**config.mk**
```make
export PLATFORM = sky130hd
export DESIGN_NAME = pcd_core
export DESIGN_NICKNAME = d
export VERILOG_FILES = /design/src/pcd_pkg.sv /design/src/sat_counter.sv /design/src/slope_divider.sv /design/src/pcd_core.sv
export SDC_FILE = /design/constraint.sdc
export NUM_CORES = 1
export LEC_CHECK = 0
export ABC_CLOCK_PERIOD_IN_PS = 6500
export BUFFER_PORTS_ARGS = -buffer_cell sky130_fd_sc_hd__buf_2
export CORE_UTILIZATION = 34
export DETAILED_ROUTE_END_ITERATION = 6
export PLACE_DENSITY = 0.49
export SKIP_CTS_REPAIR_TIMING = 1
export SYNTH_ARGS = -nofsm -noshare
export SYNTH_HDL_FRONTEND = slang
export SYNTH_SLANG_ARGS = --single-unit
```
**constraint.sdc**
```tcl
create_clock -name clk_sys -period 6.5 [get_ports clk_sys]
set_input_delay 0.975 -clock clk_sys [delete_from_list [all_inputs] [get_ports clk_sys]]
set_output_delay 0.975 -clock clk_sys [all_outputs]
set_load 0.1 [all_outputs]
```
**src/pcd_pkg.sv**
```systemverilog
// Constants and types shared by the pressure change detector
package pcd_pkg;
	localparam int SW = 16;
	localparam int CW = 8;
	localparam int NW = 23;
	localparam int DVW = 17;
	localparam int SLOPE_SH = 7;
	localparam logic [4:0] OFS_CFG = 5'h00;
	localparam logic [4:0] OFS_FIX = 5'h04;
	localparam logic [4:0] OFS_REL = 5'h08;
	localparam logic [4:0] OFS_MIN = 5'h0c;
	localparam logic [4:0] OFS_DEB = 5'h10;
	localparam logic [4:0] OFS_SLP = 5'h14;
	localparam logic [4:0] OFS_STAT = 5'h18;
	localparam logic [4:0] OFS_SAMP = 5'h1c;
	localparam int CFG_FIX_BIT = 0;
	localparam int CFG_REL_BIT = 1;
	localparam int CFG_SLP_BIT = 2;
	localparam int ST_FIX_BIT = 0;
	localparam int ST_REL_BIT = 1;
	localparam int ST_SLP_BIT = 2;
	localparam int ST_EVT_BIT = 3;
	localparam logic [2:0] CFG_RST = 3'h0;
	localparam logic [15:0] TH_RST = 16'h0000;
	localparam logic [7:0] B_RST = 8'h00;
	localparam logic [7:0] CNT_MAX = 8'hff;
	localparam logic [15:0] PERIOD_MAX = 16'hffff;
	typedef enum logic [2:0] {
		S_IDLE = 3'b000,
		S_EVAL = 3'b001,
		S_FLAG = 3'b010,
		S_DIV = 3'b011,
		S_DONE = 3'b100
	} seq_state_e;
endpackage

```
**src/sat_counter.sv**
```systemverilog
// Saturating up/down debounce counter
`timescale 1ns/1ps
module sat_counter (
	input wire logic clk_sys,
	input wire logic srst,
	input wire logic clr,
	input wire logic step,
	input wire logic up,
	output logic [pcd_pkg::CW-1:0] count
);
	// Count once per step, holding at both ends
	always_ff @(posedge clk_sys)
	begin
		if (srst || clr)
			count <= '0;
		else if (step && up && count != pcd_pkg::CNT_MAX)
			count <= count + pcd_pkg::CW'(1);
		else if (step && !up && count != '0)
			count <= count - pcd_pkg::CW'(1);
	end
endmodule // sat_counter

```
**src/slope_divider.sv**
```systemverilog
// Restoring divider for the scaled pressure slope
`timescale 1ns/1ps
module slope_divider (
	input wire logic clk_sys,
	input wire logic srst,
	input wire logic start,
	input wire logic [pcd_pkg::NW-1:0] dividend,
	input wire logic [pcd_pkg::DVW-1:0] divisor,
	output logic done,
	output logic [pcd_pkg::NW-1:0] quotient
);
	logic [pcd_pkg::DVW-1:0] rem_r;
	logic [pcd_pkg::DVW-1:0] dvs_r;
	logic [4:0] left_r;
	logic [pcd_pkg::DVW:0] trial;
	logic fits;

	// Shift in one dividend bit and try the subtraction
	always_comb
	begin
		trial = {rem_r, quotient[pcd_pkg::NW-1]};
		fits = trial >= {1'b0, dvs_r};
	end

	// One quotient bit per cycle, done pulses with the last bit
	always_ff @(posedge clk_sys)
	begin
		done <= 1'b0;
		if (srst)
		begin
			rem_r <= '0;
			dvs_r <= '0;
			left_r <= '0;
			quotient <= '0;
		end
		else if (start)
		begin
			rem_r <= '0;
			dvs_r <= divisor;
			left_r <= 5'(pcd_pkg::NW);
			quotient <= dividend;
		end
		else if (left_r != '0)
		begin
			rem_r <= fits ? pcd_pkg::DVW'(trial - {1'b0, dvs_r})
				: trial[pcd_pkg::DVW-1:0];
			quotient <= {quotient[pcd_pkg::NW-2:0], fits};
			left_r <= left_r - 5'h01;
			done <= left_r == 5'h01;
		end
	end
endmodule // slope_divider

```
**src/pcd_core.sv**
```systemverilog
// Pressure change detector with Avalon-MM register access
`timescale 1ns/1ps
module pcd_core (
	input wire logic clk_sys,
	input wire logic srst,
	input wire logic [4:0] address,
	input wire logic read,
	input wire logic write,
	input wire logic [3:0] byteenable,
	input wire logic [31:0] writedata,
	output logic [31:0] readdata,
	output logic waitrequest,
	input wire logic sample_valid,
	input wire logic [pcd_pkg::SW-1:0] sample_data,
	output logic fixed_change_flag,
	output logic relative_change_flag,
	output logic slope_change_flag,
	output logic event_pending_flag
);
	pcd_pkg::seq_state_e state_r;
	pcd_pkg::seq_state_e state_nxt;
	logic [2:0] change_detect_config;
	logic [15:0] fixed_threshold_regs, relative_threshold_regs;
	logic [15:0] slope_threshold_regs;
	logic [7:0] minimum_step_reg, debounce_limit_reg;
	logic [15:0] cur_r, prev_r, rref_r, sref_r;
	logic [15:0] period_r, period_nxt;
	logic [7:0] fixed_debounce_counter, rise_counter;
	logic [7:0] relative_debounce_counter, slope_debounce_counter;
	logic [31:0] rd_nxt;
	logic [22:0] slope_num, slope_val;
	logic [16:0] slope_den;
	logic fixed_option_enable, relative_option_enable, slope_option_enable;
	logic wr_acc, rising, rel_over, fix_over, slope_reset, go_div, div_done;
	logic [3:0] stat_clr;

	assign fixed_option_enable = change_detect_config[pcd_pkg::CFG_FIX_BIT];
	assign relative_option_enable = change_detect_config[pcd_pkg::CFG_REL_BIT];
	assign slope_option_enable = change_detect_config[pcd_pkg::CFG_SLP_BIT];

	// ----------------------------------------------------------
	// Register bus
	// ----------------------------------------------------------

	// Bus answers one cycle after a request appears
	always_ff @(posedge clk_sys)
	begin
		if (srst)
			waitrequest <= 1'b1;
		else
			waitrequest <= !((read || write) && waitrequest);
	end

	assign wr_acc = write && !waitrequest;
	assign stat_clr = (wr_acc && address == pcd_pkg::OFS_STAT && byteenable[0])
		? writedata[3:0] : 4'h0;

	// Read mux, unmapped offsets read zero
	always_comb
	begin
		rd_nxt = 32'h0;
		case (address)
			pcd_pkg::OFS_CFG: rd_nxt[2:0] = change_detect_config;
			pcd_pkg::OFS_FIX: rd_nxt[15:0] = fixed_threshold_regs;
			pcd_pkg::OFS_REL: rd_nxt[15:0] = relative_threshold_regs;
			pcd_pkg::OFS_MIN: rd_nxt[7:0] = minimum_step_reg;
			pcd_pkg::OFS_DEB: rd_nxt[7:0] = debounce_limit_reg;
			pcd_pkg::OFS_SLP: rd_nxt[15:0] = slope_threshold_regs;
			pcd_pkg::OFS_STAT: rd_nxt[3:0] = {event_pending_flag,
				slope_change_flag, relative_change_flag, fixed_change_flag};
			pcd_pkg::OFS_SAMP: rd_nxt[15:0] = prev_r;
			default: rd_nxt = 32'h0;
		endcase
	end

	// Read data is loaded as waitrequest drops
	always_ff @(posedge clk_sys)
	begin
		if (srst)
			readdata <= 32'h0;
		else if (read && waitrequest)
			readdata <= rd_nxt;
	end

	// Configuration registers with byte lanes
	always_ff @(posedge clk_sys)
	begin
		if (srst)
		begin
			change_detect_config <= pcd_pkg::CFG_RST;
			fixed_threshold_regs <= pcd_pkg::TH_RST;
			relative_threshold_regs <= pcd_pkg::TH_RST;
			slope_threshold_regs <= pcd_pkg::TH_RST;
			minimum_step_reg <= pcd_pkg::B_RST;
			debounce_limit_reg <= pcd_pkg::B_RST;
		end
		else if (wr_acc)
		begin
			case (address)
				pcd_pkg::OFS_CFG:
					if (byteenable[0])
						change_detect_config <= writedata[2:0];
				pcd_pkg::OFS_FIX:
				begin
					if (byteenable[0])
						fixed_threshold_regs[7:0] <= writedata[7:0];
					if (byteenable[1])
						fixed_threshold_regs[15:8] <= writedata[15:8];
				end
				pcd_pkg::OFS_REL:
				begin
					if (byteenable[0])
						relative_threshold_regs[7:0] <= writedata[7:0];
					if (byteenable[1])
						relative_threshold_regs[15:8] <= writedata[15:8];
				end
				pcd_pkg::OFS_SLP:
				begin
					if (byteenable[0])
						slope_threshold_regs[7:0] <= writedata[7:0];
					if (byteenable[1])
						slope_threshold_regs[15:8] <= writedata[15:8];
				end
				pcd_pkg::OFS_MIN:
					if (byteenable[0])
						minimum_step_reg <= writedata[7:0];
				pcd_pkg::OFS_DEB:
					if (byteenable[0])
						debounce_limit_reg <= writedata[7:0];
				default: ;
			endcase
		end
	end

	// ----------------------------------------------------------
	// Sample sequencer
	// ----------------------------------------------------------

	// Comparisons on the captured sample, all strict and unsigned
	always_comb
	begin
		rising = {1'b0, cur_r}
			> ({1'b0, prev_r} + {9'h0, minimum_step_reg});
		fix_over = cur_r > fixed_threshold_regs;
		rel_over = (cur_r > rref_r)
			&& ((cur_r - rref_r) > relative_threshold_regs);
		slope_num = (cur_r > sref_r)
			? {cur_r - sref_r, 7'h0} : 23'h0;
		slope_reset = period_r == pcd_pkg::PERIOD_MAX;
		period_nxt = (slope_debounce_counter == '0 || slope_reset)
			? 16'h0 : period_r + 16'h1;
		slope_den = {1'b0, period_nxt} + 17'h1;
		go_div = slope_option_enable && !slope_reset
			&& slope_debounce_counter > debounce_limit_reg;
	end

	// Next step of the per-sample evaluation
	always_comb
	begin
		state_nxt = state_r;
		case (state_r)
			pcd_pkg::S_IDLE:
				if (sample_valid)
					state_nxt = pcd_pkg::S_EVAL;
			pcd_pkg::S_EVAL: state_nxt = pcd_pkg::S_FLAG;
			pcd_pkg::S_FLAG:
				state_nxt = go_div ? pcd_pkg::S_DIV : pcd_pkg::S_DONE;
			pcd_pkg::S_DIV:
				if (div_done)
					state_nxt = pcd_pkg::S_DONE;
			pcd_pkg::S_DONE: state_nxt = pcd_pkg::S_IDLE;
			default: state_nxt = pcd_pkg::S_IDLE;
		endcase
	end

	// State register
	always_ff @(posedge clk_sys)
	begin
		if (srst)
			state_r <= pcd_pkg::S_IDLE;
		else
			state_r <= state_nxt;
	end

	// Sample capture and previous-sample update
	always_ff @(posedge clk_sys)
	begin
		if (srst)
		begin
			cur_r <= '0;
			prev_r <= '0;
		end
		else if (state_r == pcd_pkg::S_IDLE && sample_valid)
			cur_r <= sample_data;
		else if (state_r == pcd_pkg::S_DONE)
			prev_r <= cur_r;
	end

	// ----------------------------------------------------------
	// Debounce counters
	// ----------------------------------------------------------

	sat_counter u_fix_cnt (
		.clk_sys(clk_sys),
		.srst(srst),
		.clr(1'b0),
		.step(state_r == pcd_pkg::S_EVAL && fixed_option_enable),
		.up(fix_over),
		.count(fixed_debounce_counter)
	);
	sat_counter u_rise_cnt (
		.clk_sys(clk_sys),
		.srst(srst),
		.clr(1'b0),
		.step(state_r == pcd_pkg::S_EVAL && relative_option_enable),
		.up(rising),
		.count(rise_counter)
	);
	sat_counter u_rel_cnt (
		.clk_sys(clk_sys),
		.srst(srst),
		.clr(1'b0),
		.step(state_r == pcd_pkg::S_EVAL && relative_option_enable
			&& rising),
		.up(rel_over),
		.count(relative_debounce_counter)
	);
	sat_counter u_slope_cnt (
		.clk_sys(clk_sys),
		.srst(srst),
		.clr(state_r == pcd_pkg::S_FLAG && slope_option_enable
			&& slope_reset),
		.step(state_r == pcd_pkg::S_EVAL && slope_option_enable),
		.up(rising),
		.count(slope_debounce_counter)
	);

	// Reference follows pressure on the stepped counts, so it keeps the
	// last sample before a rise began
	always_ff @(posedge clk_sys)
	begin
		if (srst)
			rref_r <= '0;
		else if (state_r == pcd_pkg::S_FLAG && relative_option_enable
			&& relative_debounce_counter == '0 && rise_counter == '0)
			rref_r <= cur_r;
	end

	// Slope reference and elapsed-period counter
	always_ff @(posedge clk_sys)
	begin
		if (srst)
		begin
			sref_r <= '0;
			period_r <= '0;
		end
		else if (state_r == pcd_pkg::S_FLAG && slope_option_enable)
		begin
			period_r <= period_nxt;
			if (slope_debounce_counter == '0 || slope_reset)
				sref_r <= cur_r;
		end
	end

	slope_divider u_div (
		.clk_sys(clk_sys),
		.srst(srst),
		.start(state_r == pcd_pkg::S_FLAG && go_div),
		.dividend(slope_num),
		.divisor(slope_den),
		.done(div_done),
		.quotient(slope_val)
	);

	// ----------------------------------------------------------
	// Status flags, set wins over a clear in the same cycle
	// ----------------------------------------------------------

	// Change flags, write one to clear
	always_ff @(posedge clk_sys)
	begin
		if (srst)
		begin
			fixed_change_flag <= 1'b0;
			relative_change_flag <= 1'b0;
			slope_change_flag <= 1'b0;
		end
		else
		begin
			fixed_change_flag <= (state_r == pcd_pkg::S_FLAG
				&& fixed_option_enable
				&& fixed_debounce_counter > debounce_limit_reg)
				|| (fixed_change_flag && !stat_clr[pcd_pkg::ST_FIX_BIT]);
			relative_change_flag <= (state_r == pcd_pkg::S_FLAG
				&& relative_option_enable
				&& relative_debounce_counter > debounce_limit_reg)
				|| (relative_change_flag && !stat_clr[pcd_pkg::ST_REL_BIT]);
			slope_change_flag <= (state_r == pcd_pkg::S_DIV && div_done
				&& slope_val > {7'h0, slope_threshold_regs})
				|| (slope_change_flag && !stat_clr[pcd_pkg::ST_SLP_BIT]);
		end
	end

	// Host notice once all options have run
	always_ff @(posedge clk_sys)
	begin
		if (srst)
			event_pending_flag <= 1'b0;
		else
			event_pending_flag <= (state_r == pcd_pkg::S_DONE
				&& (fixed_change_flag || relative_change_flag
				|| slope_change_flag))
				|| (event_pending_flag && !stat_clr[pcd_pkg::ST_EVT_BIT]);
	end
endmodule // pcd_core

```
==> results of run 1 <==
==> per-stage QoR <==
step	utilization [%]	setup slack [ns]
floorplan	-	0.9164
global placement	36.58	0.4229
detailed placement	36.58	0.3714
CTS	38.96	0.3568
global route	38.98	0.005616
finish	38.98	0.4372
==> path summary, 6_finish.rpt <==
check | from | slack, ns | endpoint | depth (start not counted)
min reg2reg | waitrequest | 0.44 | waitrequest | 1
max | minimum_step_reg[1] | 0.44 | u_rel_cnt.count[7] | 25
max reg2reg | minimum_step_reg[1] | 0.44 | u_rel_cnt.count[7] | 25
min | waitrequest | 0.44 | waitrequest | 1
==> worst max-delay path, cell delays in order (launching register included) <==
cell      delay, ns
dfxtp_1        0.41
ha_1           0.26
a21o_1         0.16
a21oi_1        0.23
o21bai_1       0.09
a21oi_1        0.22
o21ai_0        0.16
a31oi_2        0.32
nor2b_1        0.10
xnor2_1        0.14
ha_1           0.30
nand4_1        0.14
or4_4          0.54
a31o_1         0.20
a31oi_2        0.30
nand4_1        0.22
or3_1          0.52
buf_4          0.21
ha_1           0.32
a21oi_1        0.22
o21bai_1       0.11
a2111o_1       0.43
nand2_1        0.10
nand2_1        0.05
mux2i_1        0.12
nand4b_1       0.11
==> placed cells by master (no fill, tap or decap), types with 33 or more instances in the layout <==
cell type	n
buf_4	42
mux2i_1	51
a21oi_1	249
xnor2_1	73
o21ai_0	67
inv_1	133
nor2_1	165
ha_1	173
buf_2	63
a21o_1	43
clkbuf_16	37
nand2_1	264
dfxtp_1	266
nor3_1	40
nand3_1	116
nand4_1	34
xor2_1	33
==> area by class of cell <==
class	instances	share of cell area, %
Inverter	133	2.558
Sequential cell	266	27.28
Tap cell	672	4.308
Multi-Input combinational cell	1677	56.46
Clock buffer	49	5.282
Clock inverter	15	0.8269
Timing Repair Buffer	106	3.288
==> cells by family after synthesis <==
kind of cell	share of synthesized area, %
AO/OA/AOI/OAI	19.99
XOR/XNOR	5.395
adder cells (fa/ha/maj)	13.51
buffers and inverters	5.649
flip-flops	30.94
multiplexers	2.966
other	0.02179
AND/OR/NAND/NOR	21.52
==> power breakdown <==
group          internal [mW]  leakage [nW]  switching (mW)
clock                   1.23         0.590           0.802
combinational          0.702          4.84            1.06
sequential              1.73          2.15          0.0927
==> layer usage <==
layer / vias to the layer above / wire length (um)
met4: 0 / 2273
met2: 327 / 24640
met5: - / 0
met1: 7441 / 25490
met3: 103 / 2313
li1: 7771 / -
==> qor.csv, run 1 <==
stage;metric;value;unit
worst_setup_path;data arrival time of the critical path;6.54;ns
detailed_routing;total length of routed wires;54720;um
finish;antenna cell count;0;
clock_network;H-tree levels;2;
grt;vias in the first global route;14820;
worst_setup_path;highest net fanout along the worst path;8;
power_and_ir_drop;total power of the final layout;5.620;mW
grt;maximum number of pins on one net before global-route repair;100;
clock_network;latest clock arrival within the worst-skew pair;0.56;ns
worst_setup_path;critical path capture point type;flip-flop;
worst_setup_path;sort of element at the start of the critical path;flip-flop;
detailed_routing;number of vias per cell after detailed routing;5.361;
clock_network;clock buffer count from CTS;36;
finish;largest registers;u_div.quotient: 23 flops, u_div.dvs_r: 17 flops, u_div.rem_r: 17 flops;
grt;met1 track demand over resource;27.96;%
grt;GRT busiest layer;met2;
sta;worst clock skew;0.02051;ns
grt;sum of overflow across all layers after global routing;0;
finish;synthesis-to-finish area growth;13.42;%
placement;placed standard-cell area;18320;um^2
sta;final critical-path share of the clock period;93.27;%
yosys;fraction of the yosys area taken by sequential cells;30.94;%
detailed_routing;length of the first detailed-routing pass in iterations;5;
grt;initial antenna violation count;1;
die;placement row count;82;
yosys;instance count of the mapped netlist;2169;
die;Vert. Die Dim;227.0;um
status;status;finished, final reports clean;
yosys;cell accounting for the most synthesized area;dfxtp_1;
sta;final-layout worst hold slack;0.4419;ns
sta;unrepaired setup endpoints after global routing;false;
sta;Peak Freq;0.1649;GHz
worst_setup_path;critical setup path kind;reg -> reg;
die;Die X;227.0;um
sta;slew at the pin closest to its max-slew limit;1.179;ns
clock_network;clock root buffer;clkbuf_16;
finish;area occupied by registers;5325;um^2
die;initial cell density of the core;34.37;%
worst_hold_path;class of the most critical hold timing path;reg -> reg;
power_and_ir_drop;worst vdd ir;165.7;uV
grt;GR Layer Usage met2;34.48;%
finish;fraction of layout instances using a drive strength above 1;8.727;%
grt;global-route usage over all layers;21.23;%
power_and_ir_drop;Cell Pwr Density;288.0;nW/um^2
die;die area;51520;um^2
finish;net count reported at finish;2463;
die;count of boundary I/O pins;99;
sta;number of pins with negative max-slew slack in the final report;0;
sta;Final Hold Fails;0;
detailed_routing;total via count after detailed routing;15640;
sta;post-layout min period;6.063;ns
yosys;cell with the most instances after synthesis;dfxtp_1;
clock_network;clock-pin slew of the registers on the worst-case setup and hold paths;0.06;ns
finish;register bank with the most flops;u_div.quotient;
die;placeable core region;50070;um^2
power_and_ir_drop;cell leakage power;7.582;nW
detailed_routing;drt first-iter violations;933;
placement;final weighted congestion in routability-driven placement;0.8864;
grt;met3 GRT Util;3.227;%
yosys;number of enable-type register cells in the synthesized netlist;0;
finish;final design area excluding fillers;19520;um^2
yosys;synthesized area divided by synthesized cell count;7.934;um^2
yosys;number of register bits inferred by synthesis;266;
finish;combined area of the multi-input logic cells;11020;um^2
placement;DPL Wire Length;40070;um
sta;setup TNS;0;ns
finish;Layout Cells excl Fill;2918;
yosys;cell area after synthesis;17210;um^2
detailed_routing;final routed DRC violation total;0;
yosys;dominant cells by area after synthesis;dfxtp_1, ha_1, a21oi_1;
finish;Layout fillers;5181;
worst_setup_path;CP required;6.98;ns
yosys;Synthesis Warnings;0;
clock_network;total number of clock tree sinks;266;
yosys;count of distinct cell types in the synthesized netlist;82;
finish;number of flip-flops under the largest register name;23;
placement;quantity of I/O buffers inserted on ports;64;
clock_network;clock tree from TritonCTS;built;
yosys;most frequent cells after synthesis;dfxtp_1, nand2_1, a21oi_1;
yosys;share of the synthesized area in the top cell type;30.94;%
placement;number of cells in the design after placement;2854;
detailed_routing;remaining antenna violation count;0;
yosys;top flip-flop cell by instance count after synthesis;dfxtp_1;
sta;number of endpoints failing setup at the final stage;0;
clock_network;number of buffers on the longest clock path;3;
grt;wire length of the first global-routing pass;84730;um
job;max_cap viols;0;
detailed_routing;wire per inst;18.75;um
yosys;proportion of synthesized flip-flops having asynchronous set or reset;0;%
sta;max_slew headroom;21.40;%
No activity file was read; power rests on OpenSTA's default activity.
==> inputs of run 2 (changes only) <==
Settings changed: CORE_ASPECT_RATIO set to 2, TNS_END_PERCENT set to 10.
==> run 2 against run 1 <==
  * Clock-buffer cell count down 8
  * Hold slack better by 0.0073 ns
  * Largest cell class unchanged
  * Sequential power about the same
  * Critical path depth unchanged
  * First-iteration DRC count down 19%
  * Sequential cell count unchanged
==> qor.csv, run 2 (synthesis gave the netlist of run 1 again) <==
stage;metric;value;unit;change
clock_network;clock root buffer;clkbuf_16;;
worst_setup_path;critical setup path kind;reg -> reg;;
finish;register bank with the most flops;u_div.quotient;;
status;status;finished, final reports clean;;
clock_network;H-tree levels;1;;-1
worst_setup_path;CP required;6.99;ns;about the same
worst_setup_path;data arrival time of the critical path;6.60;ns;+0.06 ns
sta;final-layout worst hold slack;0.4493;ns;+0.007349 ns
sta;slew at the pin closest to its max-slew limit;1.166;ns;-0.01310 ns
die;initial cell density of the core;34.37;%;about the same
finish;synthesis-to-finish area growth;11.80;%;
clock_network;latest clock arrival within the worst-skew pair;0.57;ns;about the same
worst_hold_path;startpoint of the worst hold path;rref_r[12];;
worst_setup_path;sort of element at the start of the critical path;flip-flop;;
die;placement row count;116;;+41%
sta;Peak Freq;0.1637;GHz;-0.74%
finish;Layout Cells excl Fill;2885;;-1.1%
worst_setup_path;worst reg2reg path endpoint;u_slope_cnt.count[7];;
sta;number of endpoints failing setup at the final stage;0;;unchanged
clock_network;total number of clock tree sinks;266;;unchanged
finish;fraction of layout instances using a drive strength above 1;8.277;%;-0.45 points
die;placeable core region;50070;um^2;about the same
power_and_ir_drop;worst vdd ir;173.1;uV;+4.5%
worst_setup_path;critical path capture point type;flip-flop;;
clock_network;clock buffer count from CTS;28;;-22%
detailed_routing;final routed DRC violation total;0;;unchanged
placement;final weighted congestion in routability-driven placement;0.9075;;+2.4%
grt;wire length of the first global-routing pass;88990;um;+5.0%
sta;post-layout min period;6.108;ns;+0.04523 ns
finish;number of flip-flops under the largest register name;23;;unchanged
finish;Layout fillers;5229;;+0.93%
grt;maximum number of pins on one net before global-route repair;91;;-9.0%
sta;Final Hold Fails;0;;unchanged
power_and_ir_drop;total power of the final layout;5.224;mW;-7.0%
die;count of boundary I/O pins;99;;unchanged
sta;number of pins with negative max-slew slack in the final report;0;;unchanged
detailed_routing;remaining antenna violation count;0;;unchanged
grt;sum of overflow across all layers after global routing;0;;unchanged
worst_setup_path;worst setup slack for register-to-register paths;0.39;ns;-0.05 ns
grt;global-route usage over all layers;22.22;%;+0.99 points
detailed_routing;total via count after detailed routing;15690;;+0.32%
sta;unrepaired setup endpoints after global routing;false;;
finish;leading cell types in the layout, fill and taps excluded;dfxtp_1, nand2_1, a21oi_1;;
sta;post-route setup slack;0.3920;ns;-0.04524 ns
worst_hold_path;class of the most critical hold timing path;reg -> reg;;
detailed_routing;number of vias per cell after detailed routing;5.439;;+1.5%
worst_setup_path;worst reg2reg path startpoint;minimum_step_reg[1];;
placement;Setup WS pre-CTS;0.4762;ns;+0.1047 ns
detailed_routing;length of the first detailed-routing pass in iterations;5;;unchanged
worst_setup_path;Crit. path cell count;25;;unchanged
worst_setup_path;Worst path top cell family by delay;compound AO/OA/AOI/OAI gates;;
power_and_ir_drop;Cell Pwr Density;271.5;nW/um^2;-5.7%
sta;worst clock skew;0.01518;ns;-0.005327 ns
finish;final design area excluding fillers;19240;um^2;-1.4%
finish;net count reported at finish;2459;;-0.16%
detailed_routing;drt first-iter violations;760;;-19%
finish;largest registers;u_div.quotient: 23 flops, u_div.dvs_r: 17 flops, u_div.rem_r: 17 flops;;
worst_hold_path;end point of the most critical hold path;rref_r[12];;
clock_network;number of buffers on the longest clock path;3;;unchanged
grt;initial antenna violation count;1;;unchanged
job;max_cap viols;0;;unchanged
grt;vias in the first global route;15790;;+6.6%
die;Die X;161.1;um;-29%
die;Vert. Die Dim;320.2;um;+41%
finish;Layout Utilization;38.42;%;-0.56 points
placement;number of cells in the design after placement;2831;;-0.81%
detailed_routing;wire per inst;19.93;um;+6.3%
sta;max_slew headroom;22.27;%;+0.87 points
worst_setup_path;library cell contributing the largest single delay on the critical path;or4_4;;
worst_setup_path;launching element of the worst setup path;minimum_step_reg[1];;
die;die area;51570;um^2;+0.11%
sta;setup TNS;0;ns;unchanged
placement;DPL Wire Length;44690;um;+12%
worst_setup_path;highest net fanout along the worst path;5;;-3
clock_network;clock tree from TritonCTS;built;;
worst_setup_path;worst r2r path cells;25;;unchanged
clock_network;clock-pin slew of the registers on the worst-case setup and hold paths;0.07;ns;about the same
power_and_ir_drop;cell leakage power;7.465;nW;-1.5%
worst_setup_path;CP Buf/Inv Count;0;;-1
worst_hold_path;Hold Path Depth;2;;+1
detailed_routing;total length of routed wires;57490;um;+5.1%
finish;most common cell after layout, fill and taps aside;dfxtp_1;;
worst_setup_path;longest individual stage delay on the worst path;0.54;ns;about the same
placement;quantity of I/O buffers inserted on ports;64;;unchanged
placement;placed standard-cell area;18290;um^2;-0.16%
sta;final critical-path share of the clock period;93.97;%;+0.70 points
run 2: layer usage:
metal	vias up	GRT usage (%)	share of wire [%]	routed length (um)
li1	7763	-	-	-
met1	7451	20.83	34	19720
met2	333	44.26	55	31730
met3	145	2.134	3.0	1700
met4	0	15.01	7.5	4331
met5	-	0	0	0
run 2: where the power goes:
group / switching [mW] / internal [mW]
Clock: 0.707 / 0.929
Sequential: 0.101 / 1.73
Combinational: 1.05 / 0.702
Total: 1.86 / 3.36
run 2: area by class of cell:
cell class | instances | area, um^2 | area share [%]
diodes | 1 | 2.502 | 0.01301
clock buffers | 41 | 840.8 | 4.370
clock inverters | 8 | 68.82 | 0.3577
inverters | 133 | 499.2 | 2.595
multi-input cells | 1677 | 11020 | 57.27
flip-flops and latches | 266 | 5325 | 27.68
well taps | 649 | 812.0 | 4.221
repair buffers | 110 | 671.9 | 3.492
run 2: tightest hold or removal path, delay by kind of cell, from the launching register on:
kind | cells | cell delay [ns]
AOI/OAI and AO/OA | 1 | 0.05
DFF | 1 | 0.31
and+or+nand+nor | 1 | 0.05
run 2: worst max-delay path by stage:
| stage | end |
|---|---|
| global route | u_slope_cnt.count[7] |
| finish | u_slope_cnt.count[7] |
| detailed placement | u_slope_cnt.count[7] |
| global placement | u_slope_cnt.count[7] |
| floorplan | u_slope_cnt.count[7] |
| CTS | u_slope_cnt.count[7] |
